## src/rtl/irq_flag_pkg.sv

```systemverilog
// constants and carrier types for the interrupt flag register block
package irq_flag_pkg;

  localparam int ADDR_W = 12;
  localparam int DATA_W = 32;
  localparam int FLAG_W = 8;
  localparam int NUM_REGS = 3;

  // register indexes; the byte address is four times each index
  localparam logic [7:0] IDX_RADIO = 8'h9b;
  localparam logic [7:0] IDX_TIMER = 8'hc0;
  localparam logic [7:0] IDX_WDOG = 8'he8;
  localparam logic [ADDR_W-1:0] ADDR_RADIO = {2'b00, IDX_RADIO, 2'b00};
  localparam logic [ADDR_W-1:0] ADDR_TIMER = {2'b00, IDX_TIMER, 2'b00};
  localparam logic [ADDR_W-1:0] ADDR_WDOG = {2'b00, IDX_WDOG, 2'b00};

  // array slot of each register
  localparam int SLOT_RADIO = 0;
  localparam int SLOT_TIMER = 1;
  localparam int SLOT_WDOG = 2;

  localparam logic [FLAG_W-1:0] FLAG_RESET = 8'h00;

  // radio_irq_flags fields
  localparam int POS_RADIO_FLAG_HIGH = 1;
  localparam int POS_RADIO_FLAG_LOW = 0;

  // timer_port0_dma_irq_flags fields
  localparam int POS_SLEEP_TIMER_FLAG = 7;
  localparam int POS_FORCE_SOURCE = 6;
  localparam int POS_PORT_ZERO_PIN_FLAG = 5;
  localparam int POS_TIMER_FOUR_FLAG = 4;
  localparam int POS_TIMER_THREE_FLAG = 3;
  localparam int POS_TIMER_TWO_FLAG = 2;
  localparam int POS_TIMER_ONE_FLAG = 1;
  localparam int POS_TRANSFER_DONE_FLAG = 0;

  // watchdog_port_serial_tx_irq_flags fields
  localparam int POS_WATCHDOG_FLAG = 4;
  localparam int POS_PORT_ONE_PIN_FLAG = 3;
  localparam int POS_SERIAL_B_TX_FLAG = 2;
  localparam int POS_SERIAL_A_TX_FLAG = 1;
  localparam int POS_PORT_TWO_PIN_FLAG = 0;

  // one-cycle event pulses from the peripherals
  typedef struct packed {
    logic radio;
    logic sleep_timer;
    logic port_zero;
    logic timer_four;
    logic timer_three;
    logic timer_two;
    logic timer_one;
    logic transfer_done;
    logic watchdog;
    logic port_one;
    logic serial_b_tx;
    logic serial_a_tx;
    logic port_two;
  } irq_evt_s;

  // one-cycle pulses from the core when it vectors to a timer routine
  typedef struct packed {
    logic timer_four;
    logic timer_three;
    logic timer_two;
    logic timer_one;
  } vec_ack_s;

  // pending request levels toward the core
  typedef irq_evt_s irq_req_s;

endpackage

```

## src/rtl/irq_flag_regs.sv

```systemverilog
// interrupt flag registers three to five with an apb slave port
// What this block does
// - radio event sets both radio flag bits
// - software setting radio bit requests service
// - timer four sets bit 4, vector clears
// - timer three sets bit 3, vector clears
// - timer two sets bit 2, vector clears
// - timer one sets bit 1, vector clears
// - bit 7 shows sleep timer pending
// - bit 5 shows port zero pending
// - bit 0 shows transfer done pending
// - register five bit 4 shows watchdog
// - register five bit 3 shows port one
// - register five bit 2 shows serial b
// - register five bit 1 shows serial a
// - register five bit 0 shows port two
// - flags read pending, writable, reset zero
// - flags set regardless of enables
// - pending flag drives request toward core
//
// The APB register port was decided locally.
`timescale 1ns/1ns
module irq_flag_regs (
  input wire logic pclk,
  input wire logic presetn,
  input wire logic psel,
  input wire logic penable,
  input wire logic pwrite,
  input wire logic [irq_flag_pkg::ADDR_W-1:0] paddr,
  input wire logic [irq_flag_pkg::DATA_W-1:0] pwdata,
  output logic [irq_flag_pkg::DATA_W-1:0] prdata,
  output logic pready,
  output logic pslverr,
  input wire irq_flag_pkg::irq_evt_s evt,
  input wire irq_flag_pkg::vec_ack_s ack,
  output irq_flag_pkg::irq_req_s req
);

  localparam int FW = irq_flag_pkg::FLAG_W;
  localparam int NR = irq_flag_pkg::NUM_REGS;

  logic [FW-1:0] flag_r [NR];
  logic [FW-1:0] flag_nxt [NR];
  logic [FW-1:0] set_v [NR];
  logic [FW-1:0] clr_v [NR];
  logic [NR-1:0] hit;
  logic setup_ph;
  logic access_ph;
  logic pready_r;
  logic pslverr_r;
  logic [irq_flag_pkg::DATA_W-1:0] prdata_r;
  logic [irq_flag_pkg::DATA_W-1:0] rd_mux;
  irq_flag_pkg::irq_req_s req_r;
  irq_flag_pkg::irq_req_s req_nxt;

  assign setup_ph = psel & ~penable;
  assign access_ph = psel & penable & pready_r;

  // full-address decode, so misaligned addresses miss
  always_comb begin
    hit = '0;
    hit[irq_flag_pkg::SLOT_RADIO] = (paddr == irq_flag_pkg::ADDR_RADIO);
    hit[irq_flag_pkg::SLOT_TIMER] = (paddr == irq_flag_pkg::ADDR_TIMER);
    hit[irq_flag_pkg::SLOT_WDOG] = (paddr == irq_flag_pkg::ADDR_WDOG);
  end

  // hardware set terms; enables play no part here
  always_comb begin
    for (int i = 0; i < NR; i++) begin
      set_v[i] = '0;
      clr_v[i] = '0;
    end
    set_v[irq_flag_pkg::SLOT_RADIO][irq_flag_pkg::POS_RADIO_FLAG_HIGH] =
      evt.radio;
    set_v[irq_flag_pkg::SLOT_RADIO][irq_flag_pkg::POS_RADIO_FLAG_LOW] =
      evt.radio;
    set_v[irq_flag_pkg::SLOT_TIMER][irq_flag_pkg::POS_SLEEP_TIMER_FLAG] =
      evt.sleep_timer;
    set_v[irq_flag_pkg::SLOT_TIMER][irq_flag_pkg::POS_PORT_ZERO_PIN_FLAG] =
      evt.port_zero;
    set_v[irq_flag_pkg::SLOT_TIMER][irq_flag_pkg::POS_TIMER_FOUR_FLAG] =
      evt.timer_four;
    set_v[irq_flag_pkg::SLOT_TIMER][irq_flag_pkg::POS_TIMER_THREE_FLAG] =
      evt.timer_three;
    set_v[irq_flag_pkg::SLOT_TIMER][irq_flag_pkg::POS_TIMER_TWO_FLAG] =
      evt.timer_two;
    set_v[irq_flag_pkg::SLOT_TIMER][irq_flag_pkg::POS_TIMER_ONE_FLAG] =
      evt.timer_one;
    set_v[irq_flag_pkg::SLOT_TIMER][irq_flag_pkg::POS_TRANSFER_DONE_FLAG] =
      evt.transfer_done;
    set_v[irq_flag_pkg::SLOT_WDOG][irq_flag_pkg::POS_WATCHDOG_FLAG] =
      evt.watchdog;
    set_v[irq_flag_pkg::SLOT_WDOG][irq_flag_pkg::POS_PORT_ONE_PIN_FLAG] =
      evt.port_one;
    set_v[irq_flag_pkg::SLOT_WDOG][irq_flag_pkg::POS_SERIAL_B_TX_FLAG] =
      evt.serial_b_tx;
    set_v[irq_flag_pkg::SLOT_WDOG][irq_flag_pkg::POS_SERIAL_A_TX_FLAG] =
      evt.serial_a_tx;
    set_v[irq_flag_pkg::SLOT_WDOG][irq_flag_pkg::POS_PORT_TWO_PIN_FLAG] =
      evt.port_two;
    // only the timer flags clear when the core vectors
    clr_v[irq_flag_pkg::SLOT_TIMER][irq_flag_pkg::POS_TIMER_FOUR_FLAG] =
      ack.timer_four;
    clr_v[irq_flag_pkg::SLOT_TIMER][irq_flag_pkg::POS_TIMER_THREE_FLAG] =
      ack.timer_three;
    clr_v[irq_flag_pkg::SLOT_TIMER][irq_flag_pkg::POS_TIMER_TWO_FLAG] =
      ack.timer_two;
    clr_v[irq_flag_pkg::SLOT_TIMER][irq_flag_pkg::POS_TIMER_ONE_FLAG] =
      ack.timer_one;
  end

  // set is or-ed last so an event never loses to a write or vector clear
  generate
    for (genvar g = 0; g < NR; g++) begin : g_flag
      always_comb begin
        if (access_ph && pwrite && hit[g]) begin
          flag_nxt[g] = pwdata[FW-1:0] | set_v[g];
        end else begin
          flag_nxt[g] = (flag_r[g] & ~clr_v[g]) | set_v[g];
        end
      end

      always_ff @(posedge pclk or negedge presetn) begin
        if (!presetn) begin
          flag_r[g] <= irq_flag_pkg::FLAG_RESET;
        end else begin
          flag_r[g] <= flag_nxt[g];
        end
      end
    end
  endgenerate

  // requests follow the flags in the same cycle; unused bits stay out
  always_comb begin
    req_nxt.radio =
      flag_nxt[irq_flag_pkg::SLOT_RADIO][irq_flag_pkg::POS_RADIO_FLAG_HIGH] |
      flag_nxt[irq_flag_pkg::SLOT_RADIO][irq_flag_pkg::POS_RADIO_FLAG_LOW];
    req_nxt.sleep_timer =
      flag_nxt[irq_flag_pkg::SLOT_TIMER][irq_flag_pkg::POS_SLEEP_TIMER_FLAG];
    // a stray one in the force bit pins the port zero source on
    req_nxt.port_zero =
      flag_nxt[irq_flag_pkg::SLOT_TIMER][irq_flag_pkg::POS_PORT_ZERO_PIN_FLAG]
      | flag_nxt[irq_flag_pkg::SLOT_TIMER][irq_flag_pkg::POS_FORCE_SOURCE];
    req_nxt.timer_four =
      flag_nxt[irq_flag_pkg::SLOT_TIMER][irq_flag_pkg::POS_TIMER_FOUR_FLAG];
    req_nxt.timer_three =
      flag_nxt[irq_flag_pkg::SLOT_TIMER][irq_flag_pkg::POS_TIMER_THREE_FLAG];
    req_nxt.timer_two =
      flag_nxt[irq_flag_pkg::SLOT_TIMER][irq_flag_pkg::POS_TIMER_TWO_FLAG];
    req_nxt.timer_one =
      flag_nxt[irq_flag_pkg::SLOT_TIMER][irq_flag_pkg::POS_TIMER_ONE_FLAG];
    req_nxt.transfer_done =
      flag_nxt[irq_flag_pkg::SLOT_TIMER][irq_flag_pkg::POS_TRANSFER_DONE_FLAG];
    req_nxt.watchdog =
      flag_nxt[irq_flag_pkg::SLOT_WDOG][irq_flag_pkg::POS_WATCHDOG_FLAG];
    req_nxt.port_one =
      flag_nxt[irq_flag_pkg::SLOT_WDOG][irq_flag_pkg::POS_PORT_ONE_PIN_FLAG];
    req_nxt.serial_b_tx =
      flag_nxt[irq_flag_pkg::SLOT_WDOG][irq_flag_pkg::POS_SERIAL_B_TX_FLAG];
    req_nxt.serial_a_tx =
      flag_nxt[irq_flag_pkg::SLOT_WDOG][irq_flag_pkg::POS_SERIAL_A_TX_FLAG];
    req_nxt.port_two =
      flag_nxt[irq_flag_pkg::SLOT_WDOG][irq_flag_pkg::POS_PORT_TWO_PIN_FLAG];
  end

  always_ff @(posedge pclk or negedge presetn) begin
    if (!presetn) begin
      req_r <= '0;
    end else begin
      req_r <= req_nxt;
    end
  end

  // read data is sampled in the setup cycle so prdata can be a flop
  always_comb begin
    rd_mux = '0;
    for (int i = 0; i < NR; i++) begin
      if (hit[i]) begin
        rd_mux = {{(irq_flag_pkg::DATA_W - FW){1'b0}}, flag_r[i]};
      end
    end
  end

  always_ff @(posedge pclk or negedge presetn) begin
    if (!presetn) begin
      prdata_r <= '0;
    end else if (setup_ph) begin
      prdata_r <= pwrite ? '0 : rd_mux;
    end
  end

  // every access completes in its first access cycle
  always_ff @(posedge pclk or negedge presetn) begin
    if (!presetn) begin
      pready_r <= 1'b0;
    end else begin
      pready_r <= setup_ph;
    end
  end

  // unmapped address answers with an error and changes nothing
  always_ff @(posedge pclk or negedge presetn) begin
    if (!presetn) begin
      pslverr_r <= 1'b0;
    end else begin
      pslverr_r <= setup_ph & ~(|hit);
    end
  end

  assign prdata = prdata_r;
  assign pready = pready_r;
  assign pslverr = pslverr_r;
  assign req = req_r;

endmodule // irq_flag_regs

```

## config.mk

```make
export PLATFORM = sky130hd
export DESIGN_NAME = irq_flag_regs
export DESIGN_NICKNAME = d
export VERILOG_FILES = /design/src/rtl/irq_flag_pkg.sv /design/src/rtl/irq_flag_regs.sv
export SDC_FILE = /design/constraint.sdc
export NUM_CORES = 1
export LEC_CHECK = 0
export BUFFER_PORTS_ARGS = -buffer_cell sky130_fd_sc_hd__buf_2
export CAP_MARGIN = 20
export CORE_ASPECT_RATIO = 0.75
export CORE_MARGIN = 2
export CORE_UTILIZATION = 48
export DETAILED_ROUTE_END_ITERATION = 6
export HOLD_SLACK_MARGIN = 0.1
export PLACE_DENSITY = 0.85
export SETUP_SLACK_MARGIN = 0.4
export SLEW_MARGIN = 20
export SYNTH_ARGS = -nofsm -noshare
export SYNTH_HDL_FRONTEND = slang
export SYNTH_SLANG_ARGS = --single-unit
```

## constraint.sdc

```tcl
create_clock -name pclk -period 2.6 [get_ports pclk]
set_input_delay 0.26 -clock pclk [delete_from_list [all_inputs] [get_ports pclk]]
set_output_delay 0.26 -clock pclk [all_outputs]
set_load 0.02 [all_outputs]
```

==> impl_metrics.csv <==
group,metric,value,unit
cts,clkSinkCount,36,
drt,remaining_drc_errors,0,
timing,setup_violations,0,
timing,hold_violations,0,
synth,yosysWarnings,0,
synth,yosysMostFrequentCell,"buf_4",
pwr,p_leak,1.095,nW
worst_setup_path,critical_path_class,"flip-flop to flip-flop",
min_path,min_path_type,"primary input to flip-flop",
cts,cts_resized,0,
synth,avgSynthCellArea,10.12,um^2
drt,drtAntennaViolNets,0,
cells_and_area,fin_cells,312,
timing,setup_ws,784.3,ps
synth,synthArstFlopShare,100.0,%
synth,synth_area_leader_cell,"dfrtp_1",
synth,synth_common_cells,"buf_4, dfrtp_1, nor2_1",
floorplanning,row_count,20,
global_route,grt_use_met3,4.683,%
drt,wl_per_cell,13.19,um
drt,dr.pass1.iters,4,
timing,min_period_over_period,69.84,%
synth,netlist_instances,200,
drt,drt_iter0_markers,61,
global_route,grt_use_met2,30.63,%
global_route,use_met1,25.81,%
cells_and_area,n_antenna_cell,0,
worst_setup_path,arrival,2030,ps
pwr,cellPowerDensity,469.7,nW/um^2
synth,synthFlopType,"dfrtp_1",
floorplanning,die_x,78.99,um
global_route,grt_pass1_vias,1454,
global_route,grt_pass1_wl,6831,um
drt,routed_via_density,4.885,
worst_setup_path,ff2ff_setup_slack,780,ps
timing,min_period,1816,ps
pwr,ir_drop,0.0002997,V
drt,wirelength,4114,um
place,dp_slack,502.8,ps
floorplanning,start_util,49.94,%
synth,synth_edf_count,0,
synth,netlist-cell-type-count,30,
place,routabilityCongestion,0.7680,
timing,final_max_slew_viol_count,0,
timing,skew,6.566,ps
global_route,grtUsageTotal,19.41,%
worst_setup_path,cp.required,2810,ps
synth,syn_area,2024,um^2
timing,worstMarginPinSlew,778.4,ps
place,port_buffers,64,
cts,cts-root-buf,"clkbuf_8",
synth,synth_area_leaders,"dfrtp_1, buf_4, mux2i_1, mux2_1, nor2_1",
worst_setup_path,path_max_fanout,5,
global_route,top_usage_layer,"met2",
cells_and_area,final_nets,323,
worst_setup_path,critical_path.endpoint_type,"flip-flop",
cts,clkTransAtPathRegs,70,ps
cts,htreeDepth,2,
worst_setup_path,cp-start-kind,"flip-flop",
cts,hold_buffers,1,
floorplanning,io_pins,113,
cts,cts_setup_buffers,0,
timing,max_freq,550.7,MHz
cells_and_area,area_growth,13.91,%
timing,rsz0062_at_grt,"false",
global_route,grt_max_degree,37,
cts,clock_path_buffers,2,
cts,cts_tree,"yes",
synth,synth_seq_cells,36,
synth,ys_seq_area_share,44.50,%
place,hpwl,3133,um
global_route,antenna_found_initial,0,
cells_and_area,layout-drive-gt1-share,31.52,%
cts,clk_latency,290,ps
synth,yosys.area.top_type_share,44.50,%
floorplanning,coreArea,4054,um^2
job,drv_cap,0,
pwr,finalPower,1.083,mW
floorplanning,die_y,60.24,um
global_route,grt-ovfl-total,0,
drt,vias,1524,
cts,numCtsBuffers,5,
floorplanning,die_area,4758,um^2
timing,hold_ws,223.8,ps
status,outcome,"finished clean",
timing,slew_headroom,48.11,%
timing,setup_tns,0,ps
place,place_inst,304,
-- registers in the layout, summed over array words and instances (netlist names) --
register and cells:
flag_r 24, prdata 8, pready 1, pslverr 1
req 2
-- final cells by class --
class / instances / area (um^2)
Clock buffer: 6 / 72.57
Clock inverter: 1 / 5.005
Fill cell: 394 / 1748
Inverter: 5 / 18.77
Multi-Input combinational cell: 140 / 879.6
Sequential cell: 36 / 900.9
Tap cell: 55 / 68.82
Timing Repair Buffer: 69 / 360.3
-- worst paths after layout --
kind / endpoint / startpoint / depth (start not counted)
worst max-delay path: flag_r[11] / pready / 5
worst min-delay path: flag_r[19] / pwdata[3] / 2
worst max register to register: flag_r[11] / pready / 5
worst min register to register: prdata[6] / prdata[6] / 2
max in group asynchronous: flag_r[3] / presetn / 2
min in group asynchronous: flag_r[13] / presetn / 2
-- power breakdown --
part	switching, mW	internal (mW)
registers	0.00425	0.566
clock network	0.193	0.182
logic	0.0921	0.0463
-- placed cells by master (no fill, tap or decap), drive strengths merged, types with 3 or more instances in the layout --
| cell type | netlist | routed |
|---|---|---|
| buf | 39 | 68 |
| dfrtp | 36 | 36 |
| nor2 | 27 | 27 |
| conb | 1 | 24 |
| mux2i | 16 | 16 |
| o21ai | 16 | 16 |
| a21oi | 12 | 12 |
| mux2 | 10 | 10 |
| a2bb2oi | 8 | 8 |
| nand2 | 8 | 8 |
| clkbuf | 3 | 6 |
| inv | 5 | 5 |
| nor3 | 5 | 5 |
| nand2b | 3 | 3 |
-- per-layer routing --
layer / routed length (um) / vias to the layer above
met5: 0 / -
met4: 62 / 0
met3: 230 / 9
met2: 1955 / 48
met1: 1865 / 720
li1: - / 747
-- cell families (layout without fill, tap and decap cells) --
family | Yosys count | in the layout | share of synthesized area (%)
and+or+nand+nor | 52 | 52 | 14.28
buffers and inverters | 47 | 81 | 16.32
AOI/OAI and AO/OA | 38 | 38 | 11.06
DFF | 36 | 36 | 44.50
muxes | 26 | 26 | 13.66
other | 1 | 24 | 0.1852
-- critical path, stage by stage, from the launching register on --
cell and delay [ps]:
dfrtp_1 340, and4_1 190, nand3_1 270, nor4_4 480, buf_4 270, mux2i_1 190
-- per-stage QoR --
step / instance area, um^2 / utilization (%)
6_report: 2306 / 56.88
5_1_grt: 2306 / 56.88
4_1_cts: 2306 / 56.88
3_5_place_dp: 2218 / 54.72
3_3_place_gp: 2218 / 54.72
2_1_floorplan: 2111 / -
(Power assumes the default switching activity.)
